### src/rtl/rs485_pkg.sv
/*
 * rs485_pkg: register offsets, field positions, reset values, timing constants
 * and the packed structs shared by the RS-485 multidrop serial port.
 * Assumes a 32-bit APB slave clocked by pclk at 200 MHz.
 */
`default_nettype none

package rs485_pkg;

    localparam logic [7:0]  OFF_DATA        = 8'h00;
    localparam logic [7:0]  OFF_INT_ENABLE  = 8'h04;
    localparam logic [7:0]  OFF_FIFO_CTRL   = 8'h08;
    localparam logic [7:0]  OFF_LINE_CTRL   = 8'h0c;
    localparam logic [7:0]  OFF_MODEM_CTRL  = 8'h10;
    localparam logic [7:0]  OFF_MODEM_STAT  = 8'h14;
    localparam logic [7:0]  OFF_FIFO_STAT   = 8'h18;
    localparam logic [7:0]  OFF_INT_STATUS  = 8'h1c;
    localparam logic [7:0]  OFF_TIMEOUT     = 8'h20;
    localparam logic [7:0]  OFF_BAUD        = 8'h24;
    localparam logic [7:0]  OFF_IR_CTRL     = 8'h28;
    localparam logic [7:0]  OFF_ALT_CTRL    = 8'h2c;
    localparam logic [7:0]  OFF_FUNC_SEL    = 8'h30;

    localparam logic [31:0] RST_MODEM_CTRL  = 32'h0000_0200;
    localparam logic [31:0] RST_MODEM_STAT  = 32'h0000_0110;
    localparam logic [31:0] RST_FIFO_STAT   = 32'h1040_4000;
    localparam logic [31:0] RST_BAUD        = 32'h0F00_0000;
    localparam logic [31:0] RST_IR_CTRL     = 32'h0000_0040;
    localparam logic [31:0] ZERO_WORD       = 32'h0000_0000;

    // fifo_control bits
    localparam int FC_RX_CLEAR              = 1;
    localparam int FC_TX_CLEAR              = 2;
    localparam int FC_RECEIVER_DISABLE      = 8;
    localparam int FC_PRE_ADDR_DISCARD      = 9;
    // line_control bits
    localparam int LC_PARITY_ENABLE         = 3;
    localparam int LC_EVEN_PARITY           = 4;
    localparam int LC_STICK_PARITY          = 5;
    // modem_control bits
    localparam int MC_RTS_SOFT              = 1;
    localparam int MC_RTS_POLARITY          = 9;
    // timeout_control field
    localparam int TO_DELAY_LSB             = 8;
    // alternate_control_status bits
    localparam int AC_NORMAL_MULTIDROP      = 8;
    localparam int AC_AUTO_ADDRESS          = 9;
    localparam int AC_AUTO_DIRECTION        = 10;
    localparam int AC_MATCH_LSB             = 24;
    // function_select codes
    localparam logic [1:0]  FUNC_RS485      = 2'h3;
    // interrupt status / enable bits
    localparam int IS_RX_AVAIL              = 0;
    localparam int IS_TX_EMPTY              = 1;
    localparam int IS_ADDRESS               = 2;
    localparam int IS_BUF_ERR               = 5;

    localparam int FIFO_DEPTH               = 16;
    localparam int PTR_W                    = 4;
    localparam logic [4:0]  FIFO_FULL_COUNT = 5'h10;
    localparam logic [3:0]  BIT_COUNT       = 4'hA;
    localparam logic [3:0]  OVERSAMPLE_LAST = 4'hF;
    localparam logic [3:0]  OVERSAMPLE_MID  = 4'h7;
    localparam logic [15:0] BAUD_ONE        = 16'h0001;

    typedef struct packed {
        logic [8:0] shift;
        logic [3:0] bits;
        logic [3:0] tick;
        logic       busy;
    } rx_state_t;

    typedef struct packed {
        logic [10:0] shift;
        logic [3:0]  bits;
        logic [3:0]  tick;
        logic        busy;
    } tx_state_t;

    typedef struct packed {
        logic [31:0] prdata;
        logic        pready;
        logic        pslverr;
    } apb_resp_t;

endpackage

`default_nettype wire

### src/rtl/rs485_uart.sv
/*
 * rs485_uart: APB register file, 9-bit receiver with multidrop / address-match
 * filter, 9-bit transmitter with stick parity, and automatic driver enable.
 * Assumes rxd is synchronous to pclk; baud tick = pclk / (divisor+1), sixteen ticks per bit.
 */
`default_nettype none

module rs485_uart
    import rs485_pkg::*;
(
    input  wire logic        pclk,
    input  wire logic        presetn,
    input  wire logic        psel,
    input  wire logic        penable,
    input  wire logic        pwrite,
    input  wire logic [7:0]  paddr,
    input  wire logic [31:0] pwdata,
    output logic      [31:0] prdata,
    output logic             pready,
    output logic             pslverr,
    input  wire logic        rxd,
    output logic             txd,
    output logic             rts,
    output logic             irq
);

    ////////////////////////////////////////////////////////////////////////////
    typedef struct packed {
        logic [31:0]       int_enable;
        logic [31:0]       fifo_ctrl;
        logic [31:0]       line_ctrl;
        logic [31:0]       modem_ctrl;
        logic [31:0]       timeout;
        logic [31:0]       baud;
        logic [31:0]       ir_ctrl;
        logic [31:0]       alt_ctrl;
        logic [31:0]       func_sel;
        logic [5:0]        int_status;
        apb_resp_t         resp;
        logic [15:0]       baud_cnt;
        rx_state_t         rx;
        tx_state_t         tx;
        logic [PTR_W-1:0]  rx_wr;
        logic [PTR_W-1:0]  rx_rd;
        logic [4:0]        rx_count;
        logic [PTR_W-1:0]  tx_wr;
        logic [PTR_W-1:0]  tx_rd;
        logic [4:0]        tx_count;
        logic              addr_matched;
        logic [7:0]        turn_cnt;
        logic [3:0]        turn_tick;
        logic              drive_en;
        logic              txd;
        logic              rts;
        logic              irq;
    } state_t;

    state_t     s_reg;
    state_t     s_next;
    logic [7:0] rx_mem_reg [FIFO_DEPTH];
    logic [8:0] tx_mem_reg [FIFO_DEPTH];

    logic       setup;
    logic       access_wr;
    logic       tick;
    logic       rx_done;
    logic [8:0] rx_char;
    logic       is_addr;
    logic       store;
    logic       rx_push;
    logic       rx_pop;
    logic       tx_push;
    logic       tx_pop;
    logic       tx_bit9;
    logic       rs485_on;
    logic       auto_dir;
    logic       rts_active;
    logic [5:0] events;

    ////////////////////////////////////////////////////////////////////////////
    // combinational next state
    always_comb begin
        s_next      = s_reg;
        setup       = psel && !penable;
        access_wr   = psel && penable && pwrite;
        tick        = (s_reg.baud_cnt == s_reg.baud[15:0]);
        rx_done     = 1'b0;
        rx_char     = s_reg.rx.shift;
        store       = 1'b0;
        rx_push     = 1'b0;
        rx_pop      = 1'b0;
        tx_push     = 1'b0;
        tx_pop      = 1'b0;
        events      = '0;
        rs485_on    = (s_reg.func_sel[1:0] == FUNC_RS485);
        auto_dir    = rs485_on && s_reg.alt_ctrl[AC_AUTO_DIRECTION];
        is_addr     = rx_char[8];
        // stick parity: even set sends 0, even clear sends 1
        tx_bit9     = s_reg.line_ctrl[LC_PARITY_ENABLE] && s_reg.line_ctrl[LC_STICK_PARITY]
                      && !s_reg.line_ctrl[LC_EVEN_PARITY];

        s_next.baud_cnt = tick ? 16'h0000 : s_reg.baud_cnt + BAUD_ONE;

        // receiver: start, eight data bits LSB first, ninth bit, stop
        if (tick) begin
            if (!s_reg.rx.busy) begin
                if (!rxd) begin
                    s_next.rx.busy = 1'b1;
                    s_next.rx.tick = 4'h0;
                    s_next.rx.bits = 4'h0;
                end
            end else begin
                s_next.rx.tick = s_reg.rx.tick + 4'h1;
                if (s_reg.rx.tick == OVERSAMPLE_MID) begin
                    if (s_reg.rx.bits == 4'h0 && rxd) begin
                        s_next.rx.busy = 1'b0;
                    end else if (s_reg.rx.bits == BIT_COUNT) begin
                        // done at mid stop, so the ninth bit is already shifted in
                        s_next.rx.busy = 1'b0;
                        rx_done        = 1'b1;
                    end else begin
                        if (s_reg.rx.bits != 4'h0) begin
                            s_next.rx.shift = {rxd, s_reg.rx.shift[8:1]};
                        end
                    end
                    s_next.rx.bits = s_reg.rx.bits + 4'h1;
                end
            end
        end

        // receive filter
        if (rx_done) begin
            if (!rs485_on) begin
                store = 1'b1;
            end else if (s_reg.alt_ctrl[AC_AUTO_ADDRESS]) begin
                if (is_addr) begin
                    s_next.addr_matched = (rx_char[7:0] == s_reg.alt_ctrl[AC_MATCH_LSB +: 8]);
                    store = s_next.addr_matched;
                end else begin
                    store = s_reg.addr_matched;
                end
            end else if (s_reg.alt_ctrl[AC_NORMAL_MULTIDROP]) begin
                if (is_addr) begin
                    store                = 1'b1;
                    s_next.addr_matched  = 1'b1;
                    events[IS_ADDRESS]   = 1'b1;
                end else if (s_reg.fifo_ctrl[FC_RECEIVER_DISABLE]) begin
                    store = 1'b0;
                end else if (s_reg.fifo_ctrl[FC_PRE_ADDR_DISCARD]) begin
                    store = s_reg.addr_matched;
                end else begin
                    store = 1'b1;
                end
            end else begin
                store = 1'b1;
            end
        end
        if (store && s_reg.rx_count == FIFO_FULL_COUNT) begin
            events[IS_BUF_ERR] = 1'b1;
        end
        rx_push = store && (s_reg.rx_count != FIFO_FULL_COUNT);

        // apb access, no wait state: pready rises the cycle after setup
        s_next.resp.pready  = setup;
        s_next.resp.pslverr = 1'b0;
        if (setup && !pwrite) begin
            unique case (paddr)
                OFF_DATA: begin
                    s_next.resp.prdata = {24'h00_0000, rx_mem_reg[s_reg.rx_rd]};
                    rx_pop             = (s_reg.rx_count != 5'h00);
                end
                OFF_INT_ENABLE: s_next.resp.prdata = s_reg.int_enable;
                OFF_FIFO_CTRL:  s_next.resp.prdata = s_reg.fifo_ctrl;
                OFF_LINE_CTRL:  s_next.resp.prdata = s_reg.line_ctrl;
                OFF_MODEM_CTRL: s_next.resp.prdata = s_reg.modem_ctrl;
                OFF_MODEM_STAT: s_next.resp.prdata = RST_MODEM_STAT;
                // empty flags at bits 22 and 14 give the reset word
                OFF_FIFO_STAT:  s_next.resp.prdata = {RST_FIFO_STAT[31:24], 1'b0,
                                    (s_reg.tx_count == 5'h00), 1'b0, s_reg.tx_count, 1'b0,
                                    (s_reg.rx_count == 5'h00), 1'b0, s_reg.rx_count, 8'h00};
                OFF_INT_STATUS: begin
                    s_next.resp.prdata = {26'h0, s_reg.int_status};
                    s_next.int_status  = '0;
                end
                OFF_TIMEOUT:    s_next.resp.prdata = s_reg.timeout;
                OFF_BAUD:       s_next.resp.prdata = s_reg.baud;
                OFF_IR_CTRL:    s_next.resp.prdata = s_reg.ir_ctrl;
                OFF_ALT_CTRL:   s_next.resp.prdata = s_reg.alt_ctrl;
                OFF_FUNC_SEL:   s_next.resp.prdata = s_reg.func_sel;
                default: begin
                    s_next.resp.prdata  = ZERO_WORD;
                    s_next.resp.pslverr = 1'b1;
                end
            endcase
        end else if (setup) begin
            s_next.resp.prdata = ZERO_WORD;
            unique case (paddr)
                OFF_DATA, OFF_INT_ENABLE, OFF_FIFO_CTRL, OFF_LINE_CTRL, OFF_MODEM_CTRL,
                OFF_MODEM_STAT, OFF_FIFO_STAT, OFF_INT_STATUS, OFF_TIMEOUT, OFF_BAUD,
                OFF_IR_CTRL, OFF_ALT_CTRL, OFF_FUNC_SEL: s_next.resp.pslverr = 1'b0;
                default: s_next.resp.pslverr = 1'b1;
            endcase
        end
        if (access_wr && s_reg.resp.pready) begin
            unique case (paddr)
                OFF_DATA:       tx_push = (s_reg.tx_count != FIFO_FULL_COUNT);
                OFF_INT_ENABLE: s_next.int_enable = pwdata;
                OFF_FIFO_CTRL:  s_next.fifo_ctrl  = pwdata;
                OFF_LINE_CTRL:  s_next.line_ctrl  = pwdata;
                OFF_MODEM_CTRL: s_next.modem_ctrl = pwdata;
                OFF_TIMEOUT:    s_next.timeout    = pwdata;
                OFF_BAUD:       s_next.baud       = pwdata;
                OFF_IR_CTRL:    s_next.ir_ctrl    = pwdata;
                OFF_ALT_CTRL: begin
                    s_next.alt_ctrl     = pwdata;
                    s_next.addr_matched = 1'b0;
                end
                OFF_FUNC_SEL:   s_next.func_sel   = pwdata;
                default:        s_next.func_sel   = s_reg.func_sel;
            endcase
        end

        // transmitter: start, 8 data, ninth bit, stop
        if (!s_reg.tx.busy) begin
            s_next.txd = 1'b1;
            if (s_reg.tx_count != 5'h00 && tick && (!auto_dir || s_reg.drive_en)) begin
                tx_pop          = 1'b1;
                s_next.tx.busy  = 1'b1;
                s_next.tx.shift = {1'b1, tx_mem_reg[s_reg.tx_rd], 1'b0};
                s_next.tx.bits  = 4'h0;
                s_next.tx.tick  = 4'h0;
            end
        end else if (tick) begin
            s_next.txd     = s_reg.tx.shift[0];
            s_next.tx.tick = s_reg.tx.tick + 4'h1;
            if (s_reg.tx.tick == OVERSAMPLE_LAST) begin
                s_next.tx.shift = {1'b1, s_reg.tx.shift[10:1]};
                s_next.tx.bits  = s_reg.tx.bits + 4'h1;
                if (s_reg.tx.bits == BIT_COUNT) begin
                    s_next.tx.busy = 1'b0;
                    events[IS_TX_EMPTY] = (s_reg.tx_count == 5'h00);
                end
            end
        end

        // driver enable: up while data queued, then held for the turnaround delay
        if (s_reg.tx_count != 5'h00 || s_reg.tx.busy || tx_push) begin
            s_next.drive_en  = 1'b1;
            s_next.turn_cnt  = s_reg.timeout[TO_DELAY_LSB +: 8];
            s_next.turn_tick = 4'h0;
        end else if (s_reg.turn_cnt != 8'h00) begin
            if (tick) begin
                s_next.turn_tick = s_reg.turn_tick + 4'h1;
                if (s_reg.turn_tick == OVERSAMPLE_LAST) begin
                    s_next.turn_cnt = s_reg.turn_cnt - 8'h01;
                end
            end
        end else begin
            s_next.drive_en = 1'b0;
        end
        // polarity bit clear inverts the active level
        rts_active  = auto_dir ? s_reg.drive_en : s_reg.modem_ctrl[MC_RTS_SOFT];
        s_next.rts  = s_reg.modem_ctrl[MC_RTS_POLARITY] ? rts_active : !rts_active;

        // fifo pointers; clear controls self-clear
        if (rx_push) begin
            s_next.rx_wr = s_reg.rx_wr + 4'h1;
        end
        if (rx_pop) begin
            s_next.rx_rd = s_reg.rx_rd + 4'h1;
        end
        s_next.rx_count = s_reg.rx_count + {4'h0, rx_push} - {4'h0, rx_pop};
        if (tx_push) begin
            s_next.tx_wr = s_reg.tx_wr + 4'h1;
        end
        if (tx_pop) begin
            s_next.tx_rd = s_reg.tx_rd + 4'h1;
        end
        s_next.tx_count = s_reg.tx_count + {4'h0, tx_push} - {4'h0, tx_pop};
        if (s_reg.fifo_ctrl[FC_RX_CLEAR]) begin
            s_next.rx_rd                  = s_reg.rx_wr;
            s_next.rx_count               = 5'h00;
            s_next.fifo_ctrl[FC_RX_CLEAR] = 1'b0;
        end
        if (s_reg.fifo_ctrl[FC_TX_CLEAR]) begin
            s_next.tx_rd                  = s_reg.tx_wr;
            s_next.tx_count               = 5'h00;
            s_next.fifo_ctrl[FC_TX_CLEAR] = 1'b0;
        end

        // sticky status: set wins over the read clear
        events[IS_RX_AVAIL] = rx_push;
        s_next.int_status   = s_next.int_status | events;
        s_next.irq          = |(s_next.int_status & s_reg.int_enable[5:0]);
        s_next.txd          = s_next.txd;
    end

    ////////////////////////////////////////////////////////////////////////////
    always_ff @(posedge pclk or negedge presetn) begin
        if (!presetn) begin
            s_reg            <= '0;
            s_reg.modem_ctrl <= RST_MODEM_CTRL;
            s_reg.baud       <= RST_BAUD;
            s_reg.ir_ctrl    <= RST_IR_CTRL;
            s_reg.int_status <= 6'h02;
            s_reg.txd        <= 1'b1;
        end else begin
            s_reg <= s_next;
        end
    end

    // storage arrays, no reset needed
    always_ff @(posedge pclk) begin
        if (rx_push) begin
            rx_mem_reg[s_reg.rx_wr] <= rx_char[7:0];
        end
        if (tx_push) begin
            tx_mem_reg[s_reg.tx_wr] <= {tx_bit9, pwdata[7:0]};
        end
    end

    assign prdata  = s_reg.resp.prdata;
    assign pready  = s_reg.resp.pready;
    assign pslverr = s_reg.resp.pslverr;
    assign txd     = s_reg.txd;
    assign rts     = s_reg.rts;
    assign irq     = s_reg.irq;

endmodule

`default_nettype wire

### config.mk
export PLATFORM = sky130hd
export DESIGN_NAME = rs485_uart
export DESIGN_NICKNAME = d
export VERILOG_FILES = /design/src/rtl/rs485_pkg.sv /design/src/rtl/rs485_uart.sv
export SDC_FILE = /design/constraint.sdc
export NUM_CORES = 1
export LEC_CHECK = 0
export BUFFER_PORTS_ARGS = -buffer_cell sky130_fd_sc_hd__buf_4
export CAP_MARGIN = 20
export CORE_ASPECT_RATIO = 0.9
export CORE_MARGIN = 4
export CORE_UTILIZATION = 50
export DETAILED_ROUTE_END_ITERATION = 7
export PLACE_DENSITY = 0.74
export SLEW_MARGIN = 30
export SYNTH_ARGS = -nofsm -noshare
export SYNTH_HDL_FRONTEND = slang
export SYNTH_SLANG_ARGS = --single-unit
export TNS_END_PERCENT = 20
### constraint.sdc
create_clock -name pclk -period 3.4 [get_ports pclk]
set_input_delay 0.34 -clock pclk [delete_from_list [all_inputs] [get_ports pclk]]
set_output_delay 0.34 -clock pclk [all_outputs]
set_load 0.05 [all_outputs]
==> qor.yml <==
status:
  outcome: "completed"
clocking:
  cts_tree: "done"
  h-tree-depth: 3
  cts-buffers-inserted: 73
  worst_skew_pair.late_latency_ps: 620
  clkSlewWorstSetupHoldPaths_ps: 60
  clock-root-buffer: "clkbuf_16"
  numClockSinks: 697
  clk_path_buf_depth: 3
placed_design:
  place_area_um2: 32900
  dp_hpwl_um: 53800
  dp_slack_ps: 98.7
  port_buffers: 82
  place_congestion: 0.932
setup_path:
  cp_slowest_cell: "or4b_1"
  crit_fanout: 2
  cp-end-kind: "flop"
  critical_path_class: "reg -> reg"
  arrival_ps: 3730
  crit_chain: "inv_1 -> ha_1 -> or4b_1 -> o21ai_0 -> nor2_1 -> nand2_1 -> inv_2 -> ha_1 -> inv_1 -> ha_1 -> fa_1 -> a21oi_1 -> nor2_1 -> or3_1 -> a21oi_1"
  cp_common_cell: "ha_1"
  cpPeakStageDelay_ps: 450
  cp.required_ps: 3940
  crit_path_start_kind: "flop"
logic_synthesis:
  netlist.area_leader.share: 0.337
  synth_seq_cells: 697
  ys_top_cells_by_area: "dfrtp_1 34%, edfxtp_1 26%, mux2_2 10%, mux4_2 6.0%, mux2i_1 1.5%"
  yosys.area.top_type: "dfrtp_1"
  synth.net_count: 2231
  synthArstFlopShare: 0.610
  synth_edf_count: 272
  synth_area_um2: 31000
  ys.flop_type: "dfrtp_1"
  avgSynthCellArea_um2: 14.4
  yosysUniqueCellTypes: 82
  synth_cells: 2151
  ys_warn_count: 0
  ys_seq_area_frac: 0.607
die:
  rows: 86
  num_io_pins: 83
  start_util: 0.505
  die_h_um: 244
  dieArea_um2: 66000
  die_w_um: 270
  core_um2: 61300
route:
  drc: 0
  vias: 19695
  routed_wirelength_um: 82300
  drtPass1Iterations: 6
  drt_iter0_drc: 2320
  post_drt_wl_per_cell_um: 26.3
  ant_nets: 0
  via_per_inst: 6.30
sta:
  setup_ws_ps: 210
  slew_violations: 0
  rsz0062_at_grt: "no"
  period_minus_slack_ps: 3190
  worst_pin_slew_ps: 858
  final.period_utilization: 0.938
  finalHoldViolCount: 0
  skew_ps: 22.4
  fin_setup_tns_ps: 0
  fmax_ghz: 0.313
  setup_viol: 0
  slew_headroom: 0.428
final_layout:
  layout_common_cells: "414 x dfrtp_1, 287 x mux2_2, 272 x edfxtp_1, 196 x buf_4, 113 x nand2_1"
  largest_reg_flops: 379
  drive_gt1_frac: 0.317
  mostFrequentLayoutCell: "dfrtp_1"
  syn_to_final_growth_pct: 14.3
  final_cell_area_um2: 35400
  nets: 2357
  fill_cells: 4666
power:
  ir_drop_mv: 0.414
  combPwrFrac: 0.100
  p_leak_nw: 14.8
  finalPower_mw: 19.2
  power_density_nw_per_um2: 541
  power.share.sequential: 0.482
  pwr-share-clk: 0.418
  netSwitchingPower_mw: 4.72
  p_sw_frac: 0.246
  p_int_mw: 14.5
grt:
  grt_pass1_vias: 20354
  grt_pass1_wl_um: 126000
  gr-usage-all-layers: 0.248
  grt_max_degree: 109
  antenna_found_initial: 1
  overflow: 0
flow_run:
  drv_cap: 0
worst_hold_path:
  worstHoldPathType: "in -> reg"
==> metal layers <==
metal	vias up	track usage	wire length [µm]
li1	8337	-	-
met1	10270	0.350	34400
met2	889	0.385	38300
met3	199	0.0593	6920
met4	0	0.0826	2730
met5	-	0	0
==> power by group through the flow <==
stage                     clock (mW)  sequential [mW]  combinational (mW)
after global routing            8.50             9.26                2.09
after floorplan                    0             9.38                1.07
after global placement             0             9.37                1.80
after CTS                       8.14             9.23                1.89
after detailed placement           0             9.39                1.88
final                           8.03             9.24                1.92
==> Yosys cell counts (9+ instances only) <==
library cell	number
nand4_1	19
buf_1	9
a211oi_1	15
o21ai_0	75
buf_2	54
a222oi_1	10
ha_1	32
nand2_1	113
a22o_1	15
a221o_1	10
nor3_1	22
mux2_1	20
dfrtp_1	417
or3_1	13
clkbuf_1	48
and2_1	27
mux2_2	287
a31oi_1	12
nand3_1	45
nor2b_1	17
edfxtp_1	272
xnor2_1	44
a22oi_1	56
nor2_1	67
a32oi_1	10
mux2i_1	46
buf_4	47
and3_1	15
mux4_2	83
o22ai_1	19
xor2_1	19
inv_1	44
a21oi_1	33
==> stage by stage <==
step,hold WS [ps],instances,util
finish,34.6,3128,0.578
global route,15.0,3127,0.578
CTS,3.39,3125,0.577
detailed placement,460,2990,0.537
global placement,458,2990,0.537
floorplan,44.4,2151,-
==> cell type report <==
type | instances | area (µm²) | share of cell area
tap | 792 | 991 | 0.0280
sequential | 697 | 18800 | 0.531
clock buffer | 107 | 2140 | 0.0603
timing repair buffer | 213 | 1790 | 0.0506
inverter | 46 | 173 | 0.00487
clock inverter | 26 | 283 | 0.00798
antenna | 1 | 2.50 | 0.0000706
multi-input combinational | 1246 | 11200 | 0.317
==> final timing paths <==
path / from / endpoint / slack, ps / cells after the start
max: s_reg[19] / s_reg[21] / 210 / 15
min: pwdata[23] / s_reg[256] / 30 / 2
max reg2reg: s_reg[19] / s_reg[21] / 210 / 15
min reg2reg: s_reg[62] / s_reg[62] / 470 / 1
max in group asynchronous: presetn / s_reg[132] / 2050 / 4
min in group asynchronous: presetn / s_reg[184] / 180 / 2
==> timing repair <==
action	CTS	global route
hold buffers	2	0
setup endpoints to repair	0	1
setup buffers	0	1
gates resized for setup	0	4
endpoints found under the hold margin	104	0
==> worst max-delay path: cells and delay by family, from the launching register on <==
kind,cells,cell delay (ps)
buf+inv,3,180
fa+ha+maj,4,1070
simple gates,5,1050
flops,1,390
compound gates,3,430
==> cell families after synthesis <==
logic type               after synthesis  share of synthesized area
multiplexers                         436                      0.187
adder cells (fa/ha/maj)               34                     0.0142
AO/OA/AOI/OAI                        309                     0.0687
buffers and inverters                208                     0.0338
flip-flops                           697                      0.607
AND/OR/NAND/NOR                      404                     0.0717
XOR/XNOR                              63                     0.0178
No activity file was read; power rests on OpenSTA's default activity.
